===== src/common/phml_pkg.sv =====
// phml_pkg: shared constants and types for the host mailbox and loader
package phml_pkg;

  // ==========================================================
  // host window offsets (byte offset inside the 16-byte window)
  localparam logic [3:0]  WIN_DATA     = 4'h0;
  localparam logic [3:0]  WIN_STATUS   = 4'h1;
  localparam logic [3:0]  WIN_BITBANG  = 4'h2;
  localparam int          BB_SCL_BIT   = 0;
  localparam int          BB_SDA_BIT   = 1;

  // ==========================================================
  // configuration space offsets
  localparam logic [7:0]  CFG_ID       = 8'h00;
  localparam logic [7:0]  CFG_CMD      = 8'h04;
  localparam logic [7:0]  CFG_CLASS    = 8'h08;
  localparam logic [7:0]  CFG_MEMBAR   = 8'h10;
  localparam logic [7:0]  CFG_IOBAR    = 8'h14;
  localparam logic [7:0]  CFG_SUBSYS   = 8'h2C;
  localparam logic [7:0]  CFG_CAPPTR   = 8'h34;
  localparam logic [7:0]  CFG_INTR     = 8'h3C;
  localparam logic [7:0]  CFG_LEGACY   = 8'h40;
  localparam logic [7:0]  CFG_JOY      = 8'h64;
  localparam logic [7:0]  CFG_PMCAP    = 8'h80;
  localparam logic [7:0]  CFG_PMCSR    = 8'h84;

  // ==========================================================
  // reset and fixed values
  localparam logic [15:0] LEGACY_RST   = 16'h907F;
  localparam int          LEG_OFF_BIT  = 15;
  localparam int          GAME_EN_BIT  = 2;
  localparam logic [15:0] JOY_RST      = 16'h0200;
  localparam logic [15:0] STATUS_VAL   = 16'h0200;
  localparam logic [23:0] CLASS_VAL    = 24'h040100;
  localparam logic [7:0]  INT_PIN_VAL  = 8'h01;
  localparam logic [7:0]  CAP_PTR_VAL  = 8'h80;
  localparam logic [3:0]  MEMBAR_LOW   = 4'h0;
  localparam logic [3:0]  IOBAR_LOW    = 4'h1;
  localparam logic [7:0]  PM_ID_DEF    = 8'h01;

  // ==========================================================
  // eeprom image layout
  localparam int          EE_BYTES     = 32;
  localparam logic [7:0]  EE_SIG0      = 8'h55;
  localparam logic [7:0]  EE_SIG1      = 8'hAA;
  localparam int          EE_VEN       = 2;
  localparam int          EE_DEV       = 4;
  localparam int          EE_SSV       = 6;
  localparam int          EE_SSD       = 8;
  localparam int          EE_CAPID     = 10;
  localparam int          EE_NEXT      = 11;
  localparam int          EE_PMLO      = 14;
  localparam int          EE_PMHI      = 15;
  localparam int          EE_BSE       = 16;
  localparam int          EE_PMDATA    = 17;
  localparam logic [7:0]  PMLO_MASK    = 8'hFC;
  localparam logic [7:0]  PMHI_MASK    = 8'h60;

  // ==========================================================
  // serial loader timing: one serial clock per EE_DIV clk cycles
  localparam int          EE_DIV       = 1024;
  localparam int          EE_QTR       = EE_DIV / 4;
  localparam logic [9:0]  EE_Q1_C      = 10'(EE_QTR);
  localparam logic [9:0]  EE_HALF_C    = 10'(2 * EE_QTR);
  localparam logic [9:0]  EE_Q3_C      = 10'(3 * EE_QTR);
  localparam logic [9:0]  EE_QEND_C    = 10'(EE_QTR - 1);
  localparam logic [9:0]  EE_LAST_C    = 10'(EE_DIV - 1);
  localparam int          EE_SCL_CYC   = 316;
  localparam logic [7:0]  EE_DEV_WR    = 8'hA0;
  localparam logic [7:0]  EE_DEV_RD    = 8'hA1;
  localparam logic [7:0]  EE_WORD0     = 8'h00;
  localparam logic [5:0]  EE_FIRST_RD  = 6'd3;
  localparam logic [5:0]  EE_LAST_BYT  = 6'(3 + EE_BYTES - 1);

  typedef enum logic [2:0] {
    LD_IDLE, LD_START, LD_BIT, LD_RESTART, LD_STOP
  } phml_ld_st_t;

endpackage


===== src/hw/phml_mailbox.sv =====
// phml_mailbox: host target window, mailbox, config regs and boot loader
//
// Behaviour
// - legacy audio config word at 40H is read/write, resets to 907FH.
// - legacy disable bit 15 set turns off all legacy audio functions.
// - bit 2 enables game port at the joystick base address.
// - 16-byte window decoded from memory base or I/O base.
// - every host write in the window pushes its lowest enabled byte to processor FIFO unless the FIFO is full.
// - write to offset 2 drives bit 0 to serial clock, bit 1 to data.
// - host reads data byte at offset 0, status byte at offset 1.
// - processor data write raises host interrupt; host data read drops it.
// - status bit 7 reads 0 while data pending, 1 after read.
// - status bit 6 is 1 when processor FIFO full, else 0.
// - status bits 5:3 give processor data type; bits 2:0 read zero.
// - after reset release read eeprom bytes 0 to 31 into registers.
// - loaded values accepted only when first bytes are 55H then AAH.
// - bytes 2-9 ids, 0AH cap id, 0BH next, 10H bse, 11H data.
// - byte 0EH fills pmcsr bits 7:2, byte 0FH high bits 6:5 only.
// - loader serial clock is the bus clock divided by 1024.
// - whole automatic read spans 316 serial clock cycles.
// - pll source is bus clock/3 in reset or no codec clock, else codec.
// - processor may enter soft power-down, system clock divided by 32.
// - after reset release processor boots from internal ROM.
// - subsystem ids read zero without valid eeprom, else bytes 6-9.
`timescale 1ns/10ps
`default_nettype none
module phml_mailbox #(
  parameter logic [15:0] VENDOR_DEF = 16'h1AB5, // arbitrary value
  parameter logic [15:0] DEVICE_DEF = 16'h0C35  // arbitrary value
) (
  input  wire logic        clk,
  input  wire logic        sys_rst,
  // decoded bus target access
  input  wire logic        tgt_req,
  input  wire logic        tgt_cfg,
  input  wire logic        tgt_io,
  input  wire logic        tgt_we,
  input  wire logic [31:0] tgt_addr,
  input  wire logic [3:0]  tgt_be,
  input  wire logic [31:0] tgt_wdata,
  output logic             tgt_hit,
  output logic             tgt_ack,
  output logic [31:0]      tgt_rdata,
  output logic             host_int_req,
  // control processor side
  output logic             cp_fifo_wr,
  output logic [7:0]       cp_fifo_wdata,
  input  wire logic        cp_fifo_full,
  input  wire logic        cp_data_we,
  input  wire logic [7:0]  cp_data,
  input  wire logic        cp_type_we,
  input  wire logic [2:0]  cp_type,
  input  wire logic        cp_pdn_req,
  output logic             cp_boot_rom_start,
  output logic             sysclk_div32,
  // clocking
  input  wire logic        codec_master_clock_in_det,
  output logic             pll_sel_codec,
  // legacy functions
  output logic             legacy_audio_en,
  output logic             game_port_enable,
  output logic [15:0]      game_port_base,
  // serial eeprom pins
  output logic             ee_scl,
  input  wire logic        ee_sda_i,
  output logic             ee_sda_o,
  output logic             ee_sda_oe_n,
  output logic             ee_load_busy,
  output logic             ee_id_valid
);

  // ==========================================================
  // state
  typedef struct packed {
    logic [15:0]           legacy;
    logic [15:0]           joy;
    logic [2:0]            cmd;
    logic [27:0]           membar;
    logic [27:0]           iobar;
    logic [7:0]            intline;
    logic [1:0]            pstate;
    logic                  pending;
    logic [2:0]            dtype;
    logic [7:0]            hdata;
    logic                  bb_scl;
    logic                  bb_sda;
    logic                  fifo_wr;
    logic [7:0]            fifo_wd;
    logic                  ack;
    logic [31:0]           rdata;
    logic [31:0][7:0]      shadow;
    logic                  ee_valid;
    logic                  sda_s1;
    logic                  sda_s2;
    logic                  ck_s1;
    logic                  ck_s2;
    logic                  pll_codec;
    logic                  pdn;
    logic                  boot_pend;
    logic                  boot_pulse;
  } phml_mb_t;

  phml_mb_t r, n;

  logic        ld_scl;
  logic        ld_low;
  logic        ld_busy;
  logic        ld_vld;
  logic [4:0]  ld_addr;
  logic [7:0]  ld_data;
  logic        ld_done;

  // ==========================================================
  // boot image loader
  phml_ee_loader u_loader (
    .clk       (clk),
    .sys_rst   (sys_rst),
    .start     (r.boot_pulse),
    .sda_in    (r.sda_s2),
    .scl       (ld_scl),
    .sda_low   (ld_low),
    .busy      (ld_busy),
    .byte_vld  (ld_vld),
    .byte_addr (ld_addr),
    .byte_data (ld_data),
    .done      (ld_done)
  );

  // ==========================================================
  // helpers
  function automatic logic [31:0] bmerge(input logic [31:0] o,
                                         input logic [31:0] w,
                                         input logic [3:0]  be);
    logic [31:0] v;
    v = o;
    for (int i = 0; i < 4; i++) begin
      if (be[i]) begin
        v[i*8 +: 8] = w[i*8 +: 8];
      end
    end
    return v;
  endfunction

  // lowest enabled byte lane of an access
  function automatic logic [1:0] low_lane(input logic [3:0] be);
    logic [1:0] l;
    l = 2'd3;
    for (int i = 3; i >= 0; i--) begin
      if (be[i]) begin
        l = 2'(i);
      end
    end
    return l;
  endfunction

  // ==========================================================
  // identity values: image only once signature is good
  logic [15:0] id_ven;
  logic [15:0] id_dev;
  logic [15:0] id_ssv;
  logic [15:0] id_ssd;
  logic [7:0]  pm_id;
  logic [7:0]  pm_next;
  logic [7:0]  pm_lo;
  logic [7:0]  pm_hi;
  logic [7:0]  pm_bse;
  logic [7:0]  pm_data;
  logic [7:0]  cap_ptr;

  always_comb begin
    id_ven  = VENDOR_DEF;
    id_dev  = DEVICE_DEF;
    id_ssv  = 16'h0000;
    id_ssd  = 16'h0000;
    pm_id   = phml_pkg::PM_ID_DEF;
    pm_next = 8'h00;
    pm_lo   = 8'h00;
    pm_hi   = 8'h00;
    pm_bse  = 8'h00;
    pm_data = 8'h00;
    cap_ptr = 8'h00;
    if (r.ee_valid) begin
      id_ven  = {r.shadow[phml_pkg::EE_VEN+1], r.shadow[phml_pkg::EE_VEN]};
      id_dev  = {r.shadow[phml_pkg::EE_DEV+1], r.shadow[phml_pkg::EE_DEV]};
      id_ssv  = {r.shadow[phml_pkg::EE_SSV+1], r.shadow[phml_pkg::EE_SSV]};
      id_ssd  = {r.shadow[phml_pkg::EE_SSD+1], r.shadow[phml_pkg::EE_SSD]};
      pm_id   = r.shadow[phml_pkg::EE_CAPID];
      pm_next = r.shadow[phml_pkg::EE_NEXT];
      pm_lo   = r.shadow[phml_pkg::EE_PMLO] & phml_pkg::PMLO_MASK;
      pm_hi   = r.shadow[phml_pkg::EE_PMHI] & phml_pkg::PMHI_MASK;
      pm_bse  = r.shadow[phml_pkg::EE_BSE];
      pm_data = r.shadow[phml_pkg::EE_PMDATA];
      cap_ptr = phml_pkg::CAP_PTR_VAL;
    end
  end

  // ==========================================================
  // window decode
  logic        mem_hit;
  logic        io_hit;
  logic        win_hit;
  logic [1:0]  lane;
  logic [3:0]  win_off;
  logic [7:0]  win_byte;
  logic [7:0]  status;

  assign mem_hit = tgt_req && !tgt_cfg && !tgt_io && r.cmd[1]
                   && (tgt_addr[31:4] == r.membar);
  assign io_hit  = tgt_req && !tgt_cfg && tgt_io && r.cmd[0]
                   && (tgt_addr[31:4] == r.iobar);
  assign win_hit  = mem_hit || io_hit;
  assign lane     = low_lane(tgt_be);
  assign win_off  = {tgt_addr[3:2], lane};
  assign win_byte = tgt_wdata[8*lane +: 8];
  assign status   = {!r.pending, cp_fifo_full, r.dtype, 3'b000};
  assign tgt_hit  = (tgt_req && tgt_cfg) || win_hit;

  // ==========================================================
  // configuration read mux
  logic [31:0] cfg_q;

  always_comb begin
    cfg_q = 32'h0000_0000;
    case ({tgt_addr[7:2], 2'b00})
      phml_pkg::CFG_ID:     cfg_q = {id_dev, id_ven};
      phml_pkg::CFG_CMD:    cfg_q = {phml_pkg::STATUS_VAL, 13'h0000, r.cmd};
      phml_pkg::CFG_CLASS:  cfg_q = {phml_pkg::CLASS_VAL, 8'h00};
      phml_pkg::CFG_MEMBAR: cfg_q = {r.membar, phml_pkg::MEMBAR_LOW};
      phml_pkg::CFG_IOBAR:  cfg_q = {r.iobar, phml_pkg::IOBAR_LOW};
      phml_pkg::CFG_SUBSYS: cfg_q = {id_ssd, id_ssv};
      phml_pkg::CFG_CAPPTR: cfg_q = {24'h000000, cap_ptr};
      phml_pkg::CFG_INTR:   cfg_q = {16'h0000, phml_pkg::INT_PIN_VAL,
                                     r.intline};
      phml_pkg::CFG_LEGACY: cfg_q = {16'h0000, r.legacy};
      phml_pkg::CFG_JOY:    cfg_q = {16'h0000, r.joy};
      phml_pkg::CFG_PMCAP:  cfg_q = {16'h0000, pm_next, pm_id};
      phml_pkg::CFG_PMCSR:  cfg_q = {pm_data, pm_bse, pm_hi,
                                     pm_lo | {6'h00, r.pstate}};
      default:              cfg_q = 32'h0000_0000;
    endcase
  end

  // ==========================================================
  // next state
  logic [31:0] wm;

  always_comb begin
    wm = 32'h0000_0000;
    n = r;
    n.fifo_wr = 1'b0;
    n.ack = 1'b0;
    n.boot_pulse = 1'b0;
    n.sda_s1 = ee_sda_i;
    n.sda_s2 = r.sda_s1;
    n.ck_s1 = codec_master_clock_in_det;
    n.ck_s2 = r.ck_s1;
    n.pll_codec = r.ck_s2;
    n.pdn = cp_pdn_req;

    // first cycle after reset release starts loader and boot ROM
    if (r.boot_pend) begin
      n.boot_pend = 1'b0;
      n.boot_pulse = 1'b1;
      n.ee_valid = 1'b0;
    end

    if (cp_type_we) begin
      n.dtype = cp_type;
    end
    if (cp_data_we) begin
      n.hdata = cp_data;
    end

    if (tgt_hit) begin
      n.ack = 1'b1;
      n.rdata = 32'h0000_0000;
    end

    // configuration access
    if (tgt_req && tgt_cfg) begin
      if (!tgt_we) begin
        n.rdata = cfg_q;
      end else begin
        case ({tgt_addr[7:2], 2'b00})
          phml_pkg::CFG_CMD: begin
            wm = bmerge({29'h0, r.cmd}, tgt_wdata, tgt_be);
            n.cmd = wm[2:0];
          end
          phml_pkg::CFG_MEMBAR: begin
            wm = bmerge({r.membar, 4'h0}, tgt_wdata, tgt_be);
            n.membar = wm[31:4];
          end
          phml_pkg::CFG_IOBAR: begin
            wm = bmerge({r.iobar, 4'h0}, tgt_wdata, tgt_be);
            n.iobar = wm[31:4];
          end
          phml_pkg::CFG_INTR: begin
            wm = bmerge({24'h0, r.intline}, tgt_wdata, tgt_be);
            n.intline = wm[7:0];
          end
          phml_pkg::CFG_LEGACY: begin
            wm = bmerge({16'h0, r.legacy}, tgt_wdata, tgt_be);
            n.legacy = wm[15:0];
          end
          phml_pkg::CFG_JOY: begin
            wm = bmerge({16'h0, r.joy}, tgt_wdata, tgt_be);
            n.joy = wm[15:0];
          end
          phml_pkg::CFG_PMCSR: begin
            wm = bmerge({30'h0, r.pstate}, tgt_wdata, tgt_be);
            n.pstate = wm[1:0];
          end
          default: begin
            wm = 32'h0000_0000;
          end
        endcase
      end
    end

    // window access
    if (win_hit && |tgt_be) begin
      if (tgt_we) begin
        // a full fifo cannot take the byte; software polls bit 6 first
        if (!cp_fifo_full) begin
          n.fifo_wr = 1'b1;
          n.fifo_wd = win_byte;
        end
        if (tgt_addr[3:2] == 2'b00 && tgt_be[phml_pkg::WIN_BITBANG[1:0]]) begin
          n.bb_scl = tgt_wdata[16 + phml_pkg::BB_SCL_BIT];
          n.bb_sda = tgt_wdata[16 + phml_pkg::BB_SDA_BIT];
        end
      end else if (tgt_addr[3:2] == 2'b00) begin
        n.rdata = {16'h0000, status, r.hdata};
        if (tgt_be[phml_pkg::WIN_DATA[1:0]]) begin
          n.pending = 1'b0;
        end
      end
    end

    // a new processor word wins over a host read in the same cycle
    if (cp_data_we) begin
      n.pending = 1'b1;
    end

    if (ld_vld) begin
      n.shadow[ld_addr] = ld_data;
    end
    if (ld_done) begin
      n.ee_valid = (r.shadow[0] == phml_pkg::EE_SIG0)
                   && (r.shadow[1] == phml_pkg::EE_SIG1);
    end
    if (win_off == phml_pkg::WIN_STATUS) begin
      wm = wm;
    end
  end

  // ==========================================================
  // registers
  always_ff @(posedge clk or posedge sys_rst) begin
    if (sys_rst) begin
      r <= '{legacy: phml_pkg::LEGACY_RST, joy: phml_pkg::JOY_RST,
             bb_scl: 1'b1, bb_sda: 1'b1, sda_s1: 1'b1, sda_s2: 1'b1,
             boot_pend: 1'b1, default: '0};
    end else begin
      r <= n;
    end
  end

  // ==========================================================
  // outputs
  assign tgt_ack           = r.ack;
  assign tgt_rdata         = r.rdata;
  assign host_int_req      = r.pending;
  assign cp_fifo_wr        = r.fifo_wr;
  assign cp_fifo_wdata     = r.fifo_wd;
  assign cp_boot_rom_start = r.boot_pulse;
  assign sysclk_div32      = r.pdn;
  assign pll_sel_codec     = r.pll_codec;
  assign legacy_audio_en   = !r.legacy[phml_pkg::LEG_OFF_BIT];
  assign game_port_enable  = r.legacy[phml_pkg::GAME_EN_BIT]
                             && !r.legacy[phml_pkg::LEG_OFF_BIT];
  assign game_port_base    = r.joy;
  // loader owns the pins while it runs; host bit-banging waits
  assign ee_scl            = ld_busy ? ld_scl : r.bb_scl;
  assign ee_sda_o          = 1'b0;
  assign ee_sda_oe_n       = ld_busy ? !ld_low : r.bb_sda;
  assign ee_load_busy      = ld_busy;
  assign ee_id_valid       = r.ee_valid;

endmodule
`default_nettype wire


===== src/hw/phml_ee_loader.sv =====
// phml_ee_loader: two-wire sequential reader of the 32-byte boot image
`timescale 1ns/10ps
`default_nettype none
module phml_ee_loader (
  input  wire logic       clk,
  input  wire logic       sys_rst,
  input  wire logic       start,
  input  wire logic       sda_in,
  output logic            scl,
  output logic            sda_low,
  output logic            busy,
  output logic            byte_vld,
  output logic [4:0]      byte_addr,
  output logic [7:0]      byte_data,
  output logic            done
);

  typedef struct packed {
    phml_pkg::phml_ld_st_t st;
    logic [9:0]            cnt;
    logic [3:0]            bitn;
    logic [5:0]            byt;
    logic [7:0]            sh;
    logic                  scl;
    logic                  low;
    logic                  vld;
    logic [4:0]            addr;
    logic [7:0]            data;
    logic                  done;
  } phml_ld_t;

  phml_ld_t r, n;
  logic [7:0] cur;

  always_comb begin
    cur = 8'h00;
    n = r;
    n.vld = 1'b0;
    n.done = 1'b0;
    n.cnt = r.cnt + 10'd1;
    case (r.byt)
      6'd0:    cur = phml_pkg::EE_DEV_WR;
      6'd1:    cur = phml_pkg::EE_WORD0;
      default: cur = phml_pkg::EE_DEV_RD;
    endcase
    case (r.st)
      phml_pkg::LD_IDLE: begin
        n.cnt = 10'd0;
        n.scl = 1'b1;
        n.low = 1'b0;
        if (start) begin
          n.st = phml_pkg::LD_START;
        end
      end
      // start: data falls while clock stays high
      phml_pkg::LD_START: begin
        n.low = 1'b1;
        if (r.cnt == phml_pkg::EE_QEND_C) begin
          // clock falls before data moves, so no false stop is seen
          n.scl = 1'b0;
          n.st = phml_pkg::LD_BIT;
          n.cnt = 10'd0;
          n.bitn = 4'd0;
          n.byt = 6'd0;
        end
      end
      phml_pkg::LD_BIT: begin
        n.scl = (n.cnt >= phml_pkg::EE_HALF_C);
        if (r.byt < phml_pkg::EE_FIRST_RD) begin
          n.low = (r.bitn < 4'd8) && !cur[3'(4'd7 - r.bitn)];
        end else begin
          // ack every byte but the last, which gets no ack
          n.low = (r.bitn == 4'd8) && (r.byt != phml_pkg::EE_LAST_BYT);
        end
        if (r.cnt == phml_pkg::EE_Q3_C && r.byt >= phml_pkg::EE_FIRST_RD
            && r.bitn < 4'd8) begin
          n.sh = {r.sh[6:0], sda_in};
          if (r.bitn == 4'd7) begin
            n.vld = 1'b1;
            n.addr = 5'(r.byt - phml_pkg::EE_FIRST_RD);
            n.data = {r.sh[6:0], sda_in};
          end
        end
        if (r.cnt == phml_pkg::EE_LAST_C) begin
          if (r.bitn == 4'd8) begin
            n.bitn = 4'd0;
            n.byt = r.byt + 6'd1;
            if (r.byt == 6'd1) begin
              n.st = phml_pkg::LD_RESTART;
            end else if (r.byt == phml_pkg::EE_LAST_BYT) begin
              n.st = phml_pkg::LD_STOP;
            end
          end else begin
            n.bitn = r.bitn + 4'd1;
          end
        end
      end
      // repeated start: one full serial clock, data falls late in high
      phml_pkg::LD_RESTART: begin
        n.scl = (n.cnt >= phml_pkg::EE_HALF_C);
        // data held low through the clock's fall at the slot end
        n.low = (n.cnt >= phml_pkg::EE_Q3_C) || (n.cnt == 10'd0);
        if (r.cnt == phml_pkg::EE_LAST_C) begin
          n.st = phml_pkg::LD_BIT;
        end
      end
      phml_pkg::LD_STOP: begin
        n.scl = (n.cnt >= phml_pkg::EE_Q1_C);
        n.low = (n.cnt < phml_pkg::EE_HALF_C);
        if (r.cnt == phml_pkg::EE_LAST_C) begin
          n.st = phml_pkg::LD_IDLE;
          n.scl = 1'b1;
          n.low = 1'b0;
          n.done = 1'b1;
        end
      end
      default: begin
        n.st = phml_pkg::LD_IDLE;
      end
    endcase
  end

  always_ff @(posedge clk or posedge sys_rst) begin
    if (sys_rst) begin
      r <= '{st: phml_pkg::LD_IDLE, scl: 1'b1, default: '0};
    end else begin
      r <= n;
    end
  end

  assign scl       = r.scl;
  assign sda_low   = r.low;
  assign busy      = (r.st != phml_pkg::LD_IDLE);
  assign byte_vld  = r.vld;
  assign byte_addr = r.addr;
  assign byte_data = r.data;
  assign done      = r.done;

endmodule
`default_nettype wire


===== config.mk =====
export PLATFORM = sky130hd
export DESIGN_NAME = phml_mailbox
export DESIGN_NICKNAME = d
export VERILOG_FILES = /design/src/common/phml_pkg.sv /design/src/hw/phml_mailbox.sv /design/src/hw/phml_ee_loader.sv
export SDC_FILE = /design/constraint.sdc
export NUM_CORES = 1
export LEC_CHECK = 0
export BUFFER_PORTS_ARGS = -buffer_cell sky130_fd_sc_hd__buf_2
export CAP_MARGIN = 20
export CORE_ASPECT_RATIO = 1.4
export CORE_MARGIN = 5
export CORE_UTILIZATION = 50
export DETAILED_ROUTE_END_ITERATION = 8
export PLACE_DENSITY = 0.72
export SYNTH_ARGS = -nofsm -noshare
export SYNTH_HDL_FRONTEND = slang
export SYNTH_SLANG_ARGS = --single-unit

===== constraint.sdc =====
create_clock -name clk -period 9.8 [get_ports clk]
set_input_delay 0.98 -clock clk [delete_from_list [all_inputs] [get_ports clk]]
set_output_delay 0.98 -clock clk [all_outputs]
set_load 0.02 [all_outputs]

==> metrics.txt, run 1 <==
outcome=finished clean; Clock power frac=0.434; # rows=78; Nets=1502; total congestion overflow=0; Final Max Tran Viols=0; Iter 0 DRT Violations=970; cell mode on critical path=buf_2; Area Growth Syn to Fin=11.1%; worst hold slack=0.303 ns; uppermost routed layer=met4; sequential share of power=0.491; Hold Crit Class=in -> async; post-synth top area share=0.488; #FFs+latches synth=333; Starting Density=0.503; core area=32300 sq um; most common cell after layout, fill and taps aside=dfrtp_1; I/O pin cnt=161; Clock Path Buffers=3; asr flop ratio synth=1.00; met3 WL=2860 um; Global Route Usage Sum=0.238; HPWL after DPL=31300 um; Largest delay share family, worst path=buffers and inverters; synthesized area per cell=12.1 sq um; power per cell area=161 nW/um^2; share of post-route cells with drive strength above 1=0.375; kind of critical path=in -> out; post-route setup TNS=0 ns; TritonCTS Buffers=31; TritonCTS clock tree=built; main flop type after synthesis=dfrtp_1; initial antenna violation count=0; MaxCap Viol Count=0; Post-Syn Area=16200 sq um; latest clock arrival within the worst-skew pair=0.57 ns; final std cells w/o fill=1868; DIE WIDTH=162 um; CP endpoint kind=output port; largest net degree at the start of global routing=171; DR DRC count=0; Slew headroom=0.212; Post-CTS Resized=0; final worst-path cycle share=0.437; met2 WL post-DR=22300 um; Pleak=0.00873 uW; WP data arrival=3.30 ns; Sink Count=333; critical path startpoint category=input pin; most frequent cells in the layout=dfrtp_1, mux2_2, buf_2, nand2_1, xor2_1; routed len/inst=23.5 um; H-tree levels=1; WL final=43900 um; max incr delay on CP=0.61 ns; PnR Total Power=2910 uW; Hold Vio Cnt, Final=0; antenna viol nets, final=0; endpoints failing setup=0; combinational fraction of design power=0.075; Req. time, crit path=8.82 ns; placer congestion estimate=0.916; vias=11300; first-pass GRT wire length=68200 um; diode count=0; fmax=0.233 GHz; Post-CTS Setup Inserts=0; clock root buffer=clkbuf_16; Max VDD drop=0.123 mV; Switch Pwr=702 uW; Worst Skew=0.0129 ns; critical path peak fanout=23; die area=36300 sq um; Synth area leaders=dfrtp_1, mux2_2, xor2_1; post-synthesis cell type count=77; WL met1=16400 um; RSZ-0062 raised after global routing=false; placed insts=1808; cell type with the highest aggregate area in the netlist=dfrtp_1; crit path cell chain=buf_2 -> xor2_1 -> nor4_1 -> nand4_1 -> o22ai_1 -> a21oi_4 -> inv_1 -> buf_2; YS warnings=0; Port Buf Inserts=157; Buf/Inv on CP=3; Clock transition at path regs=0.06 ns; Post-synth EDFFs=0; Via density=6.07; Worst Max-Slew Pin Slew=1.18 ns; P_int=2210 uW; drt pass-1 iters=6; Hold Buf Count CTS=0; Tmin final=4.28 ns; sw frac=0.241; Synth Instances=1339; register area share after synthesis=0.514; Slowest-stage cell, CP=o22ai_1; die height=223 um; vias in the first global route=11800
## path summary, 6_finish.rpt
check                                         to  cells past startpoint           start  slack [ns]
max in group asynchronous      game_port_base[3]                      4         sys_rst        8.00
min in group clk                            r[6]                      0            n[6]        0.36
max                                      tgt_hit                      8     tgt_addr[7]        5.52
max reg2reg                u_loader.byte_data[3]                      5  u_loader.r[46]        6.64
min reg2reg                                 r[6]                      0            n[6]        0.36
min                                         n[3]                      2         sys_rst        0.30
## worst register-to-register path, delay by kind of cell (launching register included)
family | cells | cell delay [ns]
and+or+nand+nor | 4 | 1.99
DFF | 1 | 0.62
muxes | 1 | 0.42
## final cells by class
class / instances / area, sq um
timing repair buffer: 171 / 916
clock inverter: 13 / 151
tap: 440 / 551
sequential: 333 / 8350
multi-input combinational: 854 / 7110
fill: 2682 / 14200
clock buffer: 44 / 925
inverter: 13 / 52.6
## power groups by stage
stage	Combinational (uW)	Clock (uW)	Sequential, uW
after global placement	215	0	1450
after global routing	239	1340	1430
after detailed placement	217	0	1450
after CTS	219	1290	1430
after floorplan	143	0	1450
final	218	1270	1430
## state kept, by name, summed over array words and instances (netlist names), 3 cells and up
signal              cells
cp_fifo_wdata           8
game_port_base         16
n                       3
r                     220
tgt_rdata              32
u_loader.byte_addr      5
u_loader.byte_data      8
u_loader.r             30
## routing by layer
layer / track usage / vias up
li1: - / 5006
met1: 0.281 / 5739
met2: 0.422 / 477
met3: 0.0351 / 112
met4: 0.116 / 0
met5: 0 / -
## kinds of logic (layout without fill, tap and decap cells)
kind of cell | Yosys count | in the layout | synth area share
flops | 333 | 333 | 0.514
mux | 283 | 283 | 0.197
simple gates | 270 | 270 | 0.0925
compound gates | 223 | 223 | 0.103
buf+inv | 153 | 241 | 0.0511
xor+xnor | 69 | 69 | 0.0372
fa+ha+maj | 7 | 7 | 0.00539
other cells | 1 | 2 | 0.000231
## stage by stage
stage,utilization,setup slack [ns],area (sq um)
final,0.559,5.52,18100
after global routing,0.559,5.38,18100
after CTS,0.558,5.57,18000
after detailed placement,0.525,5.56,16900
after global placement,0.525,5.56,16900
after floorplan,-,4.38,16300
## synthesized netlist by cell type, drive strengths merged, types with 23 or more instances
cell	number
a22oi	27
nor2	49
xor2	63
dfrtp	317
a22o	23
clkbuf	54
a222oi	27
buf	86
nand2	63
o21ai	46
a21oi	25
mux2	269
No activity file was read; power rests on OpenSTA's default activity.
==> inputs of run 2 (changes only) <==
- PLACE_DENSITY: 0.72 -> 0.69
- clock period: 9.8 -> 4.45 ns (I/O delays scaled with it)
==> metrics.txt, run 2 (synthesis gave the netlist of run 1 again) <==
outcome=finished clean; Post-DP Area=17000 sq um (+0.30%); antenna viol nets, final=0 (unchanged); routed len/inst=23.8 um (+1.4%); endpoints failing setup=0 (unchanged); clock root buffer=clkbuf_16; critical path startpoint category=flip-flop; Tmin final=3.37 ns; Worst Max-Slew Pin Slew=1.11 ns (-0.0667 ns); Clock power frac=0.456 (+0.022); Global Route Usage Sum=0.245 (+0.00624); die height=223 um (unchanged); WL final=44800 um (+2.0%); vias in the first global route=11800 (+0.29%); Hold Vio Cnt, Final=0 (unchanged); Final Max Tran Viols=0 (unchanged); placer congestion estimate=0.936 (+2.2%); crit path launch=r[351]; Slew headroom=0.253 (+0.0409); placed insts=1814 (+0.33%); Area Growth Syn to Fin=12.1%; core area=32300 sq um (unchanged); Pleak=0.00882 uW (+1.1%); sequential share of power=0.471 (-0.020); largest net degree at the start of global routing=145 (-15%); Port Buf Inserts=157 (unchanged); latest clock arrival within the worst-skew pair=0.53 ns (-0.04 ns); initial antenna violation count=0 (unchanged); Post-CTS Resized=0 (unchanged); drt pass-1 iters=7 (+1); Worst Skew=0.0188 ns (+0.00593 ns); DR DRC count=0 (unchanged); crit path cell chain=xor2_1 -> nor4_1 -> nand4_1 -> o22ai_1 -> a21oi_4 -> inv_1 -> buf_2; fmax=0.297 GHz; Hold Crit Class=in -> reg; Iter 0 DRT Violations=978 (+0.82%); post-route cell area=18200 sq um (+0.91%); Via density=6.03 (-0.70%); first-pass GRT wire length=69100 um (+1.3%); DIE WIDTH=162 um (unchanged); H-tree levels=2 (+1); TritonCTS clock tree=built; CP endpoint kind=output port; total congestion overflow=0 (unchanged); HPWL after DPL=32100 um (+2.6%); combinational fraction of design power=0.073 (-0.002); TritonCTS Buffers=35 (+13%); max reg flops=220 (unchanged); Biggest register=r; Slowest-stage cell, CP=o22ai_1; share of post-route cells with drive strength above 1=0.378 (+0.00296); Hold Path Origin=ee_sda_i; final std cells w/o fill=1878 (+0.54%); # rows=78 (unchanged); MaxCap Viol Count=0 (unchanged); Clock transition at path regs=0.06 ns (about the same); Sink Count=333 (unchanged); final worst-path cycle share=0.757; sw frac=0.237 (-0.00357); vias=11300 (-0.17%); diode count=0 (unchanged); Req. time, crit path=4.01 ns (-4.81 ns); max incr delay on CP=0.54 ns (-0.07 ns); most frequent cells in the layout=dfrtp_1, mux2_2, buf_2, nand2_1, xor2_1; Nets=1511 (+0.60%); RR Startpoint=u_loader.r[46]; most common cell after layout, fill and taps aside=dfrtp_1; Max VDD drop=0.272 mV (+120%); Starting Density=0.503 (unchanged); Switch Pwr=1590 uW (+130%); critical path peak fanout=20 (-13%); RSZ-0062 raised after global routing=false; Clock Path Buffers=3 (unchanged); kind of critical path=reg -> out; die area=36300 sq um (unchanged); P_int=5100 uW (+130%); WP data arrival=2.92 ns (-0.38 ns); power per cell area=367 nW/um^2 (+130%); Filler cells=2718 (+1.3%); I/O pin cnt=161 (unchanged)
[run 2: worst max-delay path, delay by kind of cell, from the launching register on]
kind,cells,cell delay (ns)
compound gates,2,0.83
simple gates,2,0.70
flops,1,0.40
buf+inv,2,0.30
xor+xnor,1,0.17
[run 2: area by class of cell]
type / instances / area (sq um) / share of cell area
clock buffers: 50 / 1060 / 0.0584
repair buffers: 176 / 956 / 0.0525
well taps: 440 / 551 / 0.0302
multi-input cells: 854 / 7100 / 0.390
flip-flops and latches: 333 / 8350 / 0.458
clock inverters: 12 / 141 / 0.00776
inverters: 13 / 52.6 / 0.00288
[run 2: what timing repair did]
| item | CTS | global route |
|---|---|---|
| setup buffers | 0 | 0 |
| hold endpoints to repair | 15 | 0 |
| hold buffers | 1 | 0 |
[run 2: power groups by stage]
stage	registers [uW]	clock network (uW)	logic (uW)
final	3150	3050	486
after global routing	3160	3230	534
after detailed placement	3200	0	485
after floorplan	3180	0	315
after CTS	3150	3110	490
after global placement	3200	0	480
[run 2: worst paths after layout]
path	end	slack, ns	depth (start not counted)
worst max register to register	u_loader.byte_data[7]	1.30	5
worst max-delay path	tgt_hit	1.08	7
worst min register to register	pll_sel_codec	0.35	0
worst min-delay path	n[6]	0.03	1
min in group asynchronous	u_loader.r[44]	0.53	3
max in group asynchronous	game_port_base[3]	2.79	4
[run 2: metal layers]
layer,track usage,wire (um)
met1,0.299,17200
met2,0.420,22500
met5,0,0
met3,0.0405,2710
met4,0.118,2310
[run 2: per-stage QoR]
| stage | setup WS [ns] | hold WS [ns] | TNS (ns) | total power [uW] | utilization |
|---|---|---|---|---|---|
| 3_3_place_gp | 1.19 | 0.333 | 0 | 3680 | 0.526 |
| 4_1_cts | 1.09 | 0.00759 | 0 | 6740 | 0.564 |
| 6_report | 1.08 | 0.0291 | 0 | 6690 | 0.564 |
| 5_1_grt | 0.969 | 0.0124 | 0 | 6920 | 0.564 |
| 3_5_place_dp | 1.19 | 0.343 | 0 | 3690 | 0.526 |
| 2_1_floorplan | -0.431 | 0.331 | -136.49 | 3500 | - |
==> inputs of run 3 (changes only) <==
- PLACE_DENSITY: 0.69 -> 0.72
- clock period: 4.45 -> 3 ns (I/O delays scaled with it)
==> metrics.txt, run 3 (synthesis gave the netlist of run 1 again) <==
met1 usage=0.286 (-0.0129); sequential cell area=8350 sq um (unchanged); Tmin final=2.83 ns; Worst Skew=0.0182 ns (-0.000575 ns); routed len/inst=23.2 um (-2.9%); combinational fraction of design power=0.079 (+0.006); Final WS setup=0.172 ns (-0.910 ns); Switch Pwr=2280 uW (+44%); critical path peak fanout=7 (-65%); WL final=44400 um (-0.72%); MaxCap Viol Count=0 (unchanged); TritonCTS Buffers=31 (-11%); critical path startpoint category=flip-flop; latest clock arrival within the worst-skew pair=0.57 ns (+0.04 ns); Biggest register=r; HPWL after DPL=32500 um (+1.4%); Clock power frac=0.441 (-0.015); first-pass GRT wire length=69000 um (-0.18%); kind of critical path=reg -> out; Req. time, crit path=2.70 ns (-1.31 ns); Worst Max-Slew Pin Slew=0.949 ns (-0.162 ns); diode count=0 (unchanged); power per cell area=524 nW/um^2 (+43%); DR DRC count=0 (unchanged); Via density=6.00 (-0.37%); Area Growth Syn to Fin=14.4%; Filler cells=2594 (-4.6%); Hold Crit Class=in -> reg; sequential share of power=0.480 (+0.009); CP endpoint kind=output port; clock root buffer=clkbuf_16; most frequent cells in the layout=dfrtp_1, mux2_2, buf_2, nand2_1, xor2_1; Clock Path Buffers=3 (unchanged); core area=32300 sq um (unchanged); vias=11500 (+1.9%); grt peak-use layer=met2; I/O pin cnt=161 (unchanged); total congestion overflow=0 (unchanged); P_int=7450 uW (+46%); initial antenna violation count=0 (unchanged); antenna viol nets, final=0 (unchanged); Iter 0 DRT Violations=1111 (+14%); Multi-input gate area=7100 sq um (unchanged); met2 GRT Util=0.422 (+0.00162); endpoints failing setup=0 (unchanged); Nets=1554 (+2.8%); DIE WIDTH=162 um (unchanged); Clock transition at path regs=0.07 ns (about the same); Final Max Tran Viols=0 (unchanged); Slew headroom=0.367 (+0.114); most common cell after layout, fill and taps aside=dfrtp_1; max reg flops=220 (unchanged); GRT met3 Usage=0.0333 (-0.00721); RSZ-0062 raised after global routing=false; die area=36300 sq um (unchanged); Hold Vio Cnt, Final=0 (unchanged); sw frac=0.234 (-0.00276); share of post-route cells with drive strength above 1=0.380 (+0.00212); vias in the first global route=12000 (+1.6%); die height=223 um (unchanged); worst hold slack=0.0173 ns (-0.0118 ns); Max VDD drop=0.416 mV (+53%); WP data arrival=2.53 ns (-0.39 ns); outcome=finished clean; Starting Density=0.503 (unchanged); largest net degree at the start of global routing=83 (-43%); Pleak=0.00901 uW (+2.1%); final worst-path cycle share=0.943; fmax=0.354 GHz; TritonCTS clock tree=built; Post-CTS Resized=0 (unchanged); drt pass-1 iters=5 (-2); # rows=78 (unchanged); placer congestion estimate=0.955 (+2.1%); pre-CTS WS=0.284 ns (-0.904 ns); H-tree levels=1 (-1); Global Route Usage Sum=0.242 (-0.00295); Port Buf Inserts=157 (unchanged); Sink Count=333 (unchanged)
## run 3: cell count changes in the layout (fill, tap and decap cells not counted)
| cell | before | now |
|---|---|---|
| clkbuf_16 | 37 | 31 |
| dlygate4sd3_1 | 1 | 25 |
| buf_4 | 16 | 36 |
| clkinv_2 | 7 | 9 |
| clkbuf_8 | 9 | 7 |
| inv_6 | 1 | 0 |
| bufinv_16 | 3 | 6 |
| clkbuf_1 | 4 | 3 |
| buf_12 | 2 | 5 |
## run 3: layout make-up
type,count,share of cell area
tap,440,0.0296
sequential,333,0.450
clock inverter,16,0.0125
inverter,13,0.00283
timing repair buffer,223,0.0757
clock buffer,41,0.0475
multi-input combinational,854,0.382
## run 3: worst paths after layout
path	start	end	slack (ns)	cells after the start
min	tgt_wdata[20]	r[347]	0.02	2
max reg2reg	r[364]	cp_fifo_wdata[0]	0.27	6
min reg2reg	n[6]	r[6]	0.36	0
max	r[364]	tgt_hit	0.17	8
min in group asynchronous	sys_rst	tgt_rdata[19]	0.39	3
max in group asynchronous	sys_rst	r[410]	1.71	4
## run 3: per-layer routing
layer,share of wire,vias to the layer above
met4,0.066,0
met2,0.50,450
li1,-,5119
met3,0.061,132
met5,0,-
met1,0.37,5824
## run 3: worst max-delay path, cell delays in order (launching register included)
cell     delay [ns]
dfrtp_1        0.41
xor2_1         0.20
nor4_1         0.42
nand4_1        0.21
o22ai_1        0.21
buf_4          0.18
a21oi_4        0.07
inv_1          0.08
buf_2          0.16
## run 3: metrics by stage
step | total power [uW] | util | std cells | TNS, ns | area [sq um]
finish | 9730 | 0.575 | 1920 | 0 | 18600
global route | 10100 | 0.575 | 1920 | 0 | 18600
floorplan | 5190 | - | 1340 | -558.71 | 16300
global placement | 5470 | 0.533 | 1837 | 0 | 17200
detailed placement | 5490 | 0.533 | 1837 | 0 | 17200
CTS | 9810 | 0.575 | 1919 | 0 | 18600
## run 3: what timing repair did
action	in CTS	in global routing
endpoints found under the hold margin	49	0
buffers inserted	0	1
hold buffers	25	0
setup endpoints to repair	0	1
## run 3: power by group through the flow
| stage | logic, uW | registers [uW] | clock network (uW) |
|---|---|---|---|
| after floorplan | 468 | 4720 | 0 |
| after global placement | 726 | 4750 | 0 |
| after detailed placement | 741 | 4750 | 0 |
| after CTS | 772 | 4670 | 4360 |
| after global routing | 842 | 4680 | 4560 |
| final | 768 | 4670 | 4290 |
